**src/include/nsp_pkg.sv**
```systemverilog
// Purpose: Shared constants and types for the NRZI symbol serdes pair
// Assumes: One bit per enabled aclk cycle
// Notes:   Word-aligned AXI4-Lite register map
package nsp_pkg;

    localparam int          SYM_W         = 5;
    localparam int          FIFO_DEPTH    = 16;
    localparam int          FIFO_AW       = 4;
    localparam logic [2:0]  BIT_CNT_LAST  = 3'h4;
    localparam logic [2:0]  RSC_LOW_CNT   = 3'h3;
    localparam int          CLK_PERIOD_NS = 10;

    localparam int          AXI_AW        = 4;
    localparam logic [3:0]  CTRL_OFFS     = 4'h0;
    localparam logic [3:0]  STAT_OFFS     = 4'h4;
    localparam logic [31:0] CTRL_RESET    = 32'h0000_0000;
    localparam int          CTRL_SOFT_OFF = 0;
    localparam int          STAT_SD       = 0;
    localparam int          STAT_FULL     = 1;
    localparam int          STAT_EMPTY    = 2;
    localparam int          STAT_TEST     = 3;
    localparam int          STAT_SYM_LSB  = 4;
    localparam logic [1:0]  RESP_OKAY     = 2'h0;
    localparam logic [1:0]  RESP_SLVERR   = 2'h2;

    typedef struct packed {
        logic p;
        logic n;
    } nsp_pair_s;

    typedef enum logic [1:0] {
        WR_IDLE = 2'b01,
        WR_RESP = 2'b10
    } nsp_wr_e;

endpackage

```
**src/logic/nsp_serdes.sv**
```systemverilog
// Purpose: NRZI transmitter and receiver with AXI4-Lite control
// Assumes: One bit per enabled aclk cycle; pins synchronous
// Notes:   Clock recovery is a free bit counter, no PLL
//
// What this block does
// - Capture transmit symbol on local clock rise
// - Transmitter off low forces line pair zero
// - Test mode: transmitter off becomes test clock
// - Loopback select low: loop output follows transmit stream even with line forced off; else forced zero
// - Test input selects test mode; normally low
// - Line pair carries serial NRZI stream
// - Loopback select low picks loop input pair outside test mode
// - Receive input decoded from NRZI to NRZ
// - Symbol outputs update on recovered clock fall
// - Symbol clock is bit clock over five
// - Signal detect low gates line, locks local
// - Signal detect output is resynchronised input
// - Receive test mode clocks from loop input
// - Symbol bit four is sent first
// - Loopback active ignores signal detect input
// - Signal detect low zeroes output register
//
// The register offsets and register access over AXI4-Lite are this design's own decisions.
`timescale 1ns/1ns
module nsp_serdes (
    input  wire logic                      aclk,
    input  wire logic                      aresetn,
    input  wire logic                      ce,
    input  wire logic [nsp_pkg::SYM_W-1:0] tx_symbol_in,
    output logic                           tx_symbol_ready,
    input  wire logic                      local_symbol_clock,
    input  wire logic                      transmitter_off_n,
    input  wire logic                      loopback_sel_n,
    input  wire logic                      test_mode,
    output nsp_pkg::nsp_pair_s             line_out_pair,
    output nsp_pkg::nsp_pair_s             loop_out_pair,
    input  wire nsp_pkg::nsp_pair_s        line_in_pair,
    input  wire nsp_pkg::nsp_pair_s        loop_in_pair,
    input  wire logic                      signal_detect_in,
    output logic                           signal_detect_out,
    output logic [nsp_pkg::SYM_W-1:0]      rx_symbol_out,
    output logic                           recovered_symbol_clock,
    input  wire logic [nsp_pkg::AXI_AW-1:0] s_axi_awaddr,
    input  wire logic                      s_axi_awvalid,
    output logic                           s_axi_awready,
    input  wire logic [31:0]               s_axi_wdata,
    input  wire logic [3:0]                s_axi_wstrb,
    input  wire logic                      s_axi_wvalid,
    output logic                           s_axi_wready,
    output logic [1:0]                     s_axi_bresp,
    output logic                           s_axi_bvalid,
    input  wire logic                      s_axi_bready,
    input  wire logic [nsp_pkg::AXI_AW-1:0] s_axi_araddr,
    input  wire logic                      s_axi_arvalid,
    output logic                           s_axi_arready,
    output logic [31:0]                    s_axi_rdata,
    output logic [1:0]                     s_axi_rresp,
    output logic                           s_axi_rvalid,
    input  wire logic                      s_axi_rready
);
    localparam int SW = nsp_pkg::SYM_W;

    function automatic logic [2:0] cnt_next(input logic [2:0] c);
        cnt_next = (c == nsp_pkg::BIT_CNT_LAST) ? 3'h0 : c + 3'h1;
    endfunction

    function automatic logic is_mapped(input logic [nsp_pkg::AXI_AW-1:0] a);
        is_mapped = (a == nsp_pkg::CTRL_OFFS) || (a == nsp_pkg::STAT_OFFS);
    endfunction

    // Pins used as clocks
    logic lsc_q, toff_q, lpin_q;
    logic lsc_rise, toff_rise, lpin_rise;

    always_comb begin
        lsc_rise  = local_symbol_clock & ~lsc_q;
        toff_rise = transmitter_off_n & ~toff_q;
        lpin_rise = loop_in_pair.p & ~lpin_q;
    end

    always_ff @(posedge aclk) begin
        if (!aresetn) begin
            lsc_q  <= 1'b0;
            toff_q <= 1'b1; // Idle level: no false tick
            lpin_q <= 1'b0;
        end else if (ce) begin
            lsc_q  <= local_symbol_clock;
            toff_q <= transmitter_off_n;
            lpin_q <= loop_in_pair.p;
        end
    end

    // Register file
    logic [31:0]      ctrl_q, ctrl_d;
    nsp_pkg::nsp_wr_e wst_q, wst_d;
    logic             aw_got_q, aw_got_d, w_got_q, w_got_d;
    logic [nsp_pkg::AXI_AW-1:0] waddr_q, waddr_d;
    logic [31:0]      wdata_q, wdata_d;
    logic [3:0]       wstrb_q, wstrb_d;
    logic [1:0]       bresp_q, bresp_d;
    logic             rvalid_q, rvalid_d;
    logic [31:0]      rdata_q, rdata_d;
    logic [1:0]       rresp_q, rresp_d;
    logic [31:0]      status;
    logic             fifo_full, fifo_empty;

    always_comb begin
        status = '0;
        status[nsp_pkg::STAT_SD]    = signal_detect_out;
        status[nsp_pkg::STAT_FULL]  = fifo_full;
        status[nsp_pkg::STAT_EMPTY] = fifo_empty;
        status[nsp_pkg::STAT_TEST]  = test_mode;
        status[nsp_pkg::STAT_SYM_LSB +: SW] = rx_symbol_out;
    end

    always_comb begin
        s_axi_awready = (wst_q == nsp_pkg::WR_IDLE) && ~aw_got_q;
        s_axi_wready  = (wst_q == nsp_pkg::WR_IDLE) && ~w_got_q;
        s_axi_bvalid  = (wst_q == nsp_pkg::WR_RESP);
        s_axi_bresp   = bresp_q;
        s_axi_arready = ~rvalid_q;
        s_axi_rvalid  = rvalid_q;
        s_axi_rdata   = rdata_q;
        s_axi_rresp   = rresp_q;
        wst_d    = wst_q;
        aw_got_d = aw_got_q;
        w_got_d  = w_got_q;
        waddr_d  = waddr_q;
        wdata_d  = wdata_q;
        wstrb_d  = wstrb_q;
        bresp_d  = bresp_q;
        ctrl_d   = ctrl_q;
        rvalid_d = rvalid_q;
        rdata_d  = rdata_q;
        rresp_d  = rresp_q;
        unique case (wst_q)
            nsp_pkg::WR_IDLE: begin
                if (s_axi_awvalid && s_axi_awready) begin
                    aw_got_d = 1'b1;
                    waddr_d  = s_axi_awaddr;
                end
                if (s_axi_wvalid && s_axi_wready) begin
                    w_got_d = 1'b1;
                    wdata_d = s_axi_wdata;
                    wstrb_d = s_axi_wstrb;
                end
                if (aw_got_q && w_got_q) begin
                    wst_d   = nsp_pkg::WR_RESP;
                    bresp_d = is_mapped(waddr_q) ? nsp_pkg::RESP_OKAY : nsp_pkg::RESP_SLVERR;
                    if (waddr_q == nsp_pkg::CTRL_OFFS) begin
                        for (int i = 0; i < 4; i++) begin
                            if (wstrb_q[i]) begin
                                ctrl_d[8*i +: 8] = wdata_q[8*i +: 8];
                            end
                        end
                    end
                end
            end
            nsp_pkg::WR_RESP: begin
                if (s_axi_bready) begin
                    wst_d    = nsp_pkg::WR_IDLE;
                    aw_got_d = 1'b0;
                    w_got_d  = 1'b0;
                end
            end
            default: wst_d = nsp_pkg::WR_IDLE;
        endcase
        if (rvalid_q && s_axi_rready) begin
            rvalid_d = 1'b0;
        end else if (s_axi_arvalid && ~rvalid_q) begin
            rvalid_d = 1'b1;
            rresp_d  = is_mapped(s_axi_araddr) ? nsp_pkg::RESP_OKAY : nsp_pkg::RESP_SLVERR;
            rdata_d  = (s_axi_araddr == nsp_pkg::CTRL_OFFS) ? ctrl_q :
                       (s_axi_araddr == nsp_pkg::STAT_OFFS) ? status : 32'h0000_0000;
        end
    end

    always_ff @(posedge aclk) begin
        if (!aresetn) begin
            wst_q    <= nsp_pkg::WR_IDLE;
            aw_got_q <= 1'b0;
            w_got_q  <= 1'b0;
            waddr_q  <= '0;
            wdata_q  <= '0;
            wstrb_q  <= '0;
            bresp_q  <= nsp_pkg::RESP_OKAY;
            ctrl_q   <= nsp_pkg::CTRL_RESET;
            rvalid_q <= 1'b0;
            rdata_q  <= '0;
            rresp_q  <= nsp_pkg::RESP_OKAY;
        end else if (ce) begin
            wst_q    <= wst_d;
            aw_got_q <= aw_got_d;
            w_got_q  <= w_got_d;
            waddr_q  <= waddr_d;
            wdata_q  <= wdata_d;
            wstrb_q  <= wstrb_d;
            bresp_q  <= bresp_d;
            ctrl_q   <= ctrl_d;
            rvalid_q <= rvalid_d;
            rdata_q  <= rdata_d;
            rresp_q  <= rresp_d;
        end
    end

    // Transmit path
    logic          tx_pop, tx_avail;
    logic [SW-1:0] tx_head;

    nsp_fifo #(
        .W     (SW),
        .DEPTH (nsp_pkg::FIFO_DEPTH),
        .AW    (nsp_pkg::FIFO_AW)
    ) u_tx_fifo (
        .aclk      (aclk),
        .aresetn   (aresetn),
        .ce        (ce),
        .in_valid  (lsc_rise),
        .in_ready  (tx_symbol_ready),
        .in_data   (tx_symbol_in),
        .out_valid (tx_avail),
        .out_ready (tx_pop),
        .out_data  (tx_head),
        .full      (fifo_full),
        .empty     (fifo_empty)
    );

    logic [2:0]        tx_cnt_q, tx_cnt_d;
    logic [SW-1:0]     tx_sh_q, tx_sh_d;
    logic              tx_lvl_q, tx_lvl_d;
    logic              tx_tick, tx_bit, tx_off;
    nsp_pkg::nsp_pair_s line_d, loop_d;

    always_comb begin
        tx_tick  = test_mode ? toff_rise : 1'b1;
        tx_cnt_d = tx_cnt_q;
        tx_sh_d  = tx_sh_q;
        tx_lvl_d = tx_lvl_q;
        tx_pop   = 1'b0;
        tx_bit   = 1'b0;
        // Symbol clock restarts test counter
        if (test_mode && lsc_rise) begin
            tx_cnt_d = 3'h0;
        end else if (tx_tick) begin
            if (tx_cnt_q == 3'h0) begin
                // Underrun sends zeros: line holds level
                tx_pop  = tx_avail;
                tx_bit  = tx_avail ? tx_head[SW-1] : 1'b0;
                tx_sh_d = tx_avail ? {tx_head[SW-2:0], 1'b0} : '0;
            end else begin
                tx_bit  = tx_sh_q[SW-1];
                tx_sh_d = {tx_sh_q[SW-2:0], 1'b0};
            end
            tx_lvl_d = tx_lvl_q ^ tx_bit;
            tx_cnt_d = cnt_next(tx_cnt_q);
        end
        tx_off = ~transmitter_off_n | ctrl_q[nsp_pkg::CTRL_SOFT_OFF];
        line_d = '{p: tx_lvl_d, n: ~tx_lvl_d};
        if (!test_mode && tx_off) begin
            line_d = '{p: 1'b0, n: 1'b1};
        end
        loop_d = loopback_sel_n ? '{p: 1'b0, n: 1'b1} : '{p: tx_lvl_d, n: ~tx_lvl_d};
    end

    always_ff @(posedge aclk) begin
        if (!aresetn) begin
            tx_cnt_q      <= 3'h0;
            tx_sh_q       <= '0;
            tx_lvl_q      <= 1'b0;
            line_out_pair <= '{p: 1'b0, n: 1'b1};
            loop_out_pair <= '{p: 1'b0, n: 1'b1};
        end else if (ce) begin
            tx_cnt_q      <= tx_cnt_d;
            tx_sh_q       <= tx_sh_d;
            tx_lvl_q      <= tx_lvl_d;
            line_out_pair <= line_d;
            loop_out_pair <= loop_d;
        end
    end

    // Receive path
    logic          sd_m_q, sd_s_q;
    logic          sd_eff, rx_src, rx_tick, rx_nrz;
    logic [2:0]    rx_cnt_q, rx_cnt_d;
    logic          rx_prev_q, rx_prev_d;
    logic [SW-1:0] rx_sh_q, rx_sh_d;
    logic [SW-1:0] rx_word_q, rx_word_d;
    logic [SW-1:0] rx_out_d;
    logic          rsc_d;

    always_comb begin
        signal_detect_out = sd_s_q;
        sd_eff = ~loopback_sel_n | signal_detect_in;
        // Loop pair clocks test mode; data from line
        if (!loopback_sel_n && !test_mode) begin
            rx_src = loop_in_pair.p;
        end else begin
            rx_src = line_in_pair.p & sd_eff;
        end
        rx_tick   = test_mode ? lpin_rise : 1'b1;
        rx_nrz    = rx_src ^ rx_prev_q;
        rx_cnt_d  = rx_cnt_q;
        rx_prev_d = rx_prev_q;
        rx_sh_d   = rx_sh_q;
        rx_word_d = rx_word_q;
        rx_out_d  = rx_symbol_out;
        if (!sd_eff && lsc_rise) begin
            rx_cnt_d = 3'h0;
        end else if (rx_tick) begin
            rx_prev_d = rx_src;
            rx_sh_d   = {rx_sh_q[SW-2:0], rx_nrz};
            rx_cnt_d  = cnt_next(rx_cnt_q);
            if (rx_cnt_q == nsp_pkg::BIT_CNT_LAST) begin
                rx_word_d = {rx_sh_q[SW-2:0], rx_nrz};
            end
        end
        rsc_d = (rx_cnt_d < nsp_pkg::RSC_LOW_CNT);
        if (recovered_symbol_clock && !rsc_d) begin
            rx_out_d = rx_word_q;
        end
        if (!sd_eff) begin
            rx_out_d = '0;
        end
    end

    always_ff @(posedge aclk) begin
        if (!aresetn) begin
            sd_m_q                 <= 1'b0;
            sd_s_q                 <= 1'b0;
            rx_cnt_q               <= 3'h0;
            rx_prev_q              <= 1'b0;
            rx_sh_q                <= '0;
            rx_word_q              <= '0;
            rx_symbol_out          <= '0;
            recovered_symbol_clock <= 1'b0;
        end else if (ce) begin
            sd_m_q                 <= signal_detect_in;
            sd_s_q                 <= sd_m_q;
            rx_cnt_q               <= rx_cnt_d;
            rx_prev_q              <= rx_prev_d;
            rx_sh_q                <= rx_sh_d;
            rx_word_q              <= rx_word_d;
            rx_symbol_out          <= rx_out_d;
            recovered_symbol_clock <= rsc_d;
        end
    end
endmodule

```
**src/logic/nsp_fifo.sv**
```systemverilog
// Purpose: Synchronous FIFO with valid/ready on both sides
// Assumes: Single clock, synchronous active-low reset
// Notes:   Extra pointer bit tells full from empty
`timescale 1ns/1ns
module nsp_fifo #(
    parameter int W     = 5,
    parameter int DEPTH = 16,
    parameter int AW    = 4
) (
    input  wire logic         aclk,
    input  wire logic         aresetn,
    input  wire logic         ce,
    input  wire logic         in_valid,
    output logic              in_ready,
    input  wire logic [W-1:0] in_data,
    output logic              out_valid,
    input  wire logic         out_ready,
    output logic [W-1:0]      out_data,
    output logic              full,
    output logic              empty
);
    logic [W-1:0] mem_q [DEPTH];
    logic [AW:0]  wr_q;
    logic [AW:0]  wr_d;
    logic [AW:0]  rd_q;
    logic [AW:0]  rd_d;
    logic         push;
    logic         pop;

    always_comb begin
        empty     = (wr_q == rd_q);
        full      = (wr_q[AW] != rd_q[AW]) && (wr_q[AW-1:0] == rd_q[AW-1:0]);
        in_ready  = ~full;
        out_valid = ~empty;
        out_data  = mem_q[rd_q[AW-1:0]];
        push      = ce && in_valid && ~full;
        pop       = ce && out_ready && ~empty;
        wr_d      = push ? wr_q + 1'b1 : wr_q;
        rd_d      = pop ? rd_q + 1'b1 : rd_q;
    end

    always_ff @(posedge aclk) begin
        if (!aresetn) begin
            wr_q <= '0;
            rd_q <= '0;
        end else begin
            wr_q <= wr_d;
            rd_q <= rd_d;
        end
    end

    // Storage unreset: never read before written
    always_ff @(posedge aclk) begin
        if (push) begin
            mem_q[wr_q[AW-1:0]] <= in_data;
        end
    end
endmodule

```
**config.mk**
```make
export PLATFORM = sky130hd
export DESIGN_NAME = nsp_serdes
export DESIGN_NICKNAME = d
export VERILOG_FILES = /design/src/include/nsp_pkg.sv /design/src/logic/nsp_serdes.sv /design/src/logic/nsp_fifo.sv
export SDC_FILE = /design/constraint.sdc
export NUM_CORES = 1
export LEC_CHECK = 0
export BUFFER_PORTS_ARGS = -buffer_cell sky130_fd_sc_hd__clkbuf_2
export CAP_MARGIN = 20
export CORE_UTILIZATION = 40
export DETAILED_ROUTE_END_ITERATION = 8
export GPL_ROUTABILITY_DRIVEN = 0
export PLACE_DENSITY = 0.6
export SETUP_SLACK_MARGIN = 0.4
export SKIP_CTS_REPAIR_TIMING = 1
export SLEW_MARGIN = 20
export SYNTH_ARGS = -nofsm -noshare
export SYNTH_HDL_FRONTEND = slang
export SYNTH_SLANG_ARGS = --single-unit
```
**constraint.sdc**
```tcl
create_clock -name aclk -period 2.3 [get_ports aclk]
set_input_delay 0.345 -clock aclk [delete_from_list [all_inputs] [get_ports aclk]]
set_output_delay 0.345 -clock aclk [all_outputs]
set_load 0.005 [all_outputs]
```
==> results of run 1 <==
final cells by class:
class                           count  share of cell area [%]
Sequential cell                   241                    47.3
Inverter                           14                   0.441
Timing Repair Buffer              165                    8.51
Tap cell                          319                    3.35
Clock inverter                     10                   0.651
Multi-Input combinational cell    551                    33.5
Clock buffer                       37                    6.24
final timing paths:
path / to / slack (ns) / cells past startpoint
worst max-delay path: loop_out_pair[0] / 0.19 / 6
worst max register to register: loop_out_pair[0] / 0.19 / 6
worst min register to register: ctrl_q[24] / 0.45 / 2
worst min-delay path: wdata_q[14] / 0.05 / 3
cell families after synthesis:
group / after synthesis / synth area share, %
and+or+nand+nor: 311 / 15.7
AOI/OAI and AO/OA: 156 / 11.8
muxes: 57 / 9.24
other: 1 / 0.0385
xor gates and xnor gates: 16 / 1.51
adders and majority gates: 9 / 1.16
buffers and inverters: 67 / 2.90
DFF: 241 / 57.7
state kept, by name (all words and copies together) (netlist names), 4 cells and up, named ones only:
name / count
u_tx_fifo.mem_q: 80
s_axi_rdata: 32
waddr_q: 4
tx_sh_q: 4
u_tx_fifo.rd_q: 5
rx_sh_q: 4
u_tx_fifo.wr_q: 5
rx_symbol_out: 5
wstrb_q: 4
rx_word_q: 5
wdata_q: 32
ctrl_q: 32
layer usage:
layer | GRT usage, % | up-vias | routed length, um
li1 | - | 3310 | -
met1 | 23.1 | 3198 | 10100
met2 | 28.5 | 131 | 9970
met3 | 2.96 | 27 | 976
met4 | 4.53 | 0 | 376
met5 | 0 | - | 0
worst min-delay path, delay by kind of cell:
kind                   cells  cell delay [ns]
AND/OR/NAND/NOR            1             0.05
buffers and inverters      1             0.08
AO/OA/AOI/OAI              1             0.05
power by group through the flow:
stage                     sequential [mW]  clock (mW)  combinational [mW]
after floorplan                      4.59           0               0.359
after global placement               4.61           0               0.554
after detailed placement             4.61           0               0.558
after CTS                            4.52        4.08               0.560
after global routing                 4.53        4.25               0.665
final                                4.52        3.98               0.601
cell usage in the layout, fill, tap and decap left out, types with 16 or more instances in the layout:
cell / count
buf_4: 47
mux2i_1: 24
mux4_2: 20
and2_1: 16
edfxtp_1: 80
nor2b_1: 68
clkbuf_2: 113
nand3_1: 33
dfxtp_1: 154
nand2_1: 133
clkbuf_16: 27
a21boi_1: 74
nor2_1: 20
a22oi_1: 34
stage by stage:
step,hold slack (ns),worst slack (ns),power (mW),cells
after floorplan,0.430,0.281,4.95,859
final,0.0526,0.193,9.10,1337
after global routing,0.0407,0.0850,9.45,1337
after detailed placement,0.444,0.0325,5.17,1280
after CTS,0.0369,0.0303,9.15,1327
after global placement,0.439,0.0253,5.16,1280
==> flow_summary.toml, run 1 <==
[timing]
finalMaxSlewViolations = 0
layout_min_cycle_time_ns = 2.11
slew_headroom_pct = 66.6
fin_crit_sh_pct = 91.6
finalSetupTns_ns = 0
worst_pin_slew_ns = 0.499
rsz0062_at_grt = "true"
hold_violations = 0
finClkSkew_ns = 0.0120
fmax_mhz = 475
setup_violations = 0

[cts]
cts_sinks = 241
cts_max_path_buffers = 3
cts_buffers = 26
root_buffer = "clkbuf_16"
cts_tree = "done"
path_clk_slew_ns = 0.06
cts.htree.levels = 1
clk_latency_ns = 0.52

[finish]
post_route_cells_drive_above_1_share_pct = 26.5
diodes = 0
fin_area_mm2 = 0.0119
regArea_mm2 = 0.00564
fill_cells = 2150
finalNetCount = 1074
fin_util_pct = 50.3
area_growth_syn_to_layout_pct = 22.2
multi_input_area_mm2 = 0.00399

[floorplanning]
die_area_mm2 = 0.0250
start_util_pct = 41.2
ios = 119
fp.dieW_um = 158
fp-row-count = 56
core-area_mm2 = 0.0237
die_h_um = 158

[critical_path]
crit_slowest_cell = "mux4_2"
crit_top_cell = "mux2i_2"
slowest_delay_ns = 0.53
arrival_ns = 2.51
crit_type = "reg2reg"
start_kind = "register"
endpoint_kind = "register"
crit_path_cell_trace = "mux4_2, mux2i_2, mux2i_2, a31oi_4, xor2_4, o32a_1"
required_ns = 2.71
cp_top_family = "multiplexers"
cp.buffers_inverters = 0
crit_path_max_fanout = 6

[detailed_routing]
viasPerCell = 4.99
wl_per_cell_um = 16.0
num_vias = 6666
drtIter0Drc = 406
routed_wl_um = 21400
drc = 0
ant_nets = 0
first_pass_iters = 5

[global_routing]
grt_pass1_wl_um = 33500
grt-ovfl-total = 0
grt_max_degree = 58
grt_use_total_pct = 17.2
grt_pass1_vias = 6402
grt_antenna_before_repair = 0

[power]
p_sw_mw = 2.00
p_sw_share_pct = 22.0
clkPwrFrac_pct = 43.7
p_comb_share_pct = 6.6
power_density_mw_per_mm2 = 764
peakVddDrop_mv = 0.516
p_int_mw = 7.10
p_leak_nw = 4.39
seqPwrFrac_pct = 49.7

[synthesis]
yosys_most_used_dff = "dfxtp_1"
syn_area_mm2 = 0.00975
ys_ff_latch = 241
avgSynthCellArea_um2 = 11.4
synth_edf_count = 80
synth_most_common_cell = "dfxtp_1"
ys_async_sr_fraction_pct = 0
synth_top_area_share_pct = 33.1
synthTopCellsByArea = "dfxtp_1 33%, edfxtp_1 25%, a21boi_1 5.7%"
yosysTopAreaCell = "dfxtp_1"
synth_warnings = 0
synth_cell_types = 56
synthTopCellsByCount = "161 x dfxtp_1, 142 x nand2_1, 80 x edfxtp_1"
seq_area_frac_synth_pct = 57.7
netlist_instances = 858

[placed_design]
dp_hpwl_um = 14500
placed_area_mm2 = 0.0109
io_buffers = 114

[run_status]
status = "finished clean"

[min_path]
min-delay-start = "s_axi_wdata[14]"
hold_class = "in2reg"

[flow_run]
drv_cap = 0
(Power assumes the default switching activity.)
==> inputs of run 2 (changes only) <==
--- a/config.mk
+++ b/config.mk
@@ -10,7 +10,7 @@
 export CORE_UTILIZATION = 40
 export DETAILED_ROUTE_END_ITERATION = 8
 export GPL_ROUTABILITY_DRIVEN = 0
-export PLACE_DENSITY = 0.6
+export PLACE_DENSITY = 0.67
 export SETUP_SLACK_MARGIN = 0.4
 export SKIP_CTS_REPAIR_TIMING = 1
 export SLEW_MARGIN = 20
==> flow_summary.toml, run 2 (synthesis results as in run 1) <==
[critical_path]
crit_path_max_fanout = 8
endpoint_kind = "register"
slowest_delay_ns = 0.57
arrival_ns = 2.55
start_kind = "register"
crit_path_cell_trace = "buf_6, buf_4, mux4_1, mux4_2, a221oi_2, nor2_1"
crit_type = "reg2reg"
crit_slowest_cell = "mux4_1"
required_ns = 2.72

[finish]
area_growth_syn_to_layout_pct = 22.1
largest_reg_flops = 80
post_route_cells_drive_above_1_share_pct = 26.3
diodes = 0
final_common_cell = "dfxtp_1"
final_cell_mix = "152 x dfxtp_1, 138 x nand2_1, 114 x clkbuf_2"
fill_cells = 2169
multi_input_area_mm2 = 0.00394
finalNetCount = 1074
regArea_mm2 = 0.00564

[cts]
clk_latency_ns = 0.53
cts_tree = "done"
cts_buffers = 25
root_buffer = "clkbuf_16"
cts.htree.levels = 1
cts_sinks = 241
cts_max_path_buffers = 3
path_clk_slew_ns = 0.06

[floorplanning]
core-area_mm2 = 0.0237
start_util_pct = 41.2
fp.dieW_um = 158
ios = 119
die_h_um = 158
die_area_mm2 = 0.0250
fp-row-count = 56

[global_routing]
grt_antenna_before_repair = 0
grt_pass1_wl_um = 32500
grt_pass1_vias = 6256
grt_use_total_pct = 16.5
grt-ovfl-total = 0
grt_max_degree = 80

[detailed_routing]
num_vias = 6669
wl_met3_um = 1000
met1Wirelength_um = 9520
wl_per_cell_um = 15.8
viasPerCell = 4.99
first_pass_iters = 4
routed_wl_um = 21100
ant_nets = 0
wl_met2_um = 10200
drtIter0Drc = 464
top_layer_used = "met4"
drc = 0

[timing]
finalMaxSlewViolations = 0
fmax_mhz = 469
hold_violations = 0
hold_ws_ns = 0.0458
worst_pin_slew_ns = 0.522
rsz0062_at_grt = "true"
slew_headroom_pct = 65.1
fin_crit_sh_pct = 92.7
finalSetupTns_ns = 0
setup_violations = 0
finClkSkew_ns = 0.0185
layout_min_cycle_time_ns = 2.13

[power]
power_density_mw_per_mm2 = 769
peakVddDrop_mv = 0.498
p_leak_nw = 4.42

[min_path]
hold_class = "in2reg"

[placed_design]
dp_hpwl_um = 14300
io_buffers = 114

[flow_run]
drv_cap = 0

[run_status]
status = "finished clean"
-- run 2: cell count changes in the layout (fill, tap and decap cells not counted), sizes merged --
cell / change
buf: +1
clkinvlp: -2
inv: +1
clkinv: -4
clkbuf: +2
bufinv: +1
-- run 2: worst max-delay path: cells and delay by family, from the launching register on --
kind | cells | cell delay (ns)
flip-flops | 1 | 0.43
AND/OR/NAND/NOR | 1 | 0.06
multiplexers | 2 | 1.06
buffers and inverters | 2 | 0.24
AO/OA/AOI/OAI | 1 | 0.23
-- run 2: per-stage QoR --
step	instance area, um^2	setup WS, ns	instances	power [mW]	util [%]
2_1_floorplan	9770	0.281	859	4.95	-
3_3_place_gp	10800	0.0425	1276	5.15	45.7
3_5_place_dp	10800	0.0344	1276	5.16	45.7
4_1_cts	11700	0.0306	1321	9.18	49.2
5_1_grt	11900	0.0753	1336	9.50	50.3
6_report	11900	0.168	1336	9.15	50.3
-- run 2: report_power, final --
group          switching [mW]  internal (mW)  leakage, nW
Clock                    1.61           2.41        0.407
Sequential             0.0545           4.47         2.03
Combinational           0.321          0.286         1.98
-- run 2: worst paths after layout --
kind                                startpoint          to  slack [ns]  cells after the start
worst max register to register        register  tx_sh_q[2]        0.17                      6
worst min-delay path            s_axi_wdata[7]  wdata_q[7]        0.05                      3
worst min register to register      ctrl_q[21]  ctrl_q[21]        0.45                      2
worst max-delay path                  register  tx_sh_q[2]        0.17                      6
-- run 2: layout make-up --
cell class                      instances  share of cell area [%]
Sequential cell                       241                    47.4
Clock buffer                           39                    6.13
Clock inverter                          6                   0.799
Tap cell                              319                    3.35
Multi-Input combinational cell        551                    33.1
Inverter                               14                   0.441
Timing Repair Buffer                  166                    8.77
-- run 2: layer usage --
metal  global-route usage (%)  vias up
met4                     4.17        0
met1                     21.9     3206
li1                         -     3307
met5                        0        -
met3                     3.15       24
met2                     27.6      132
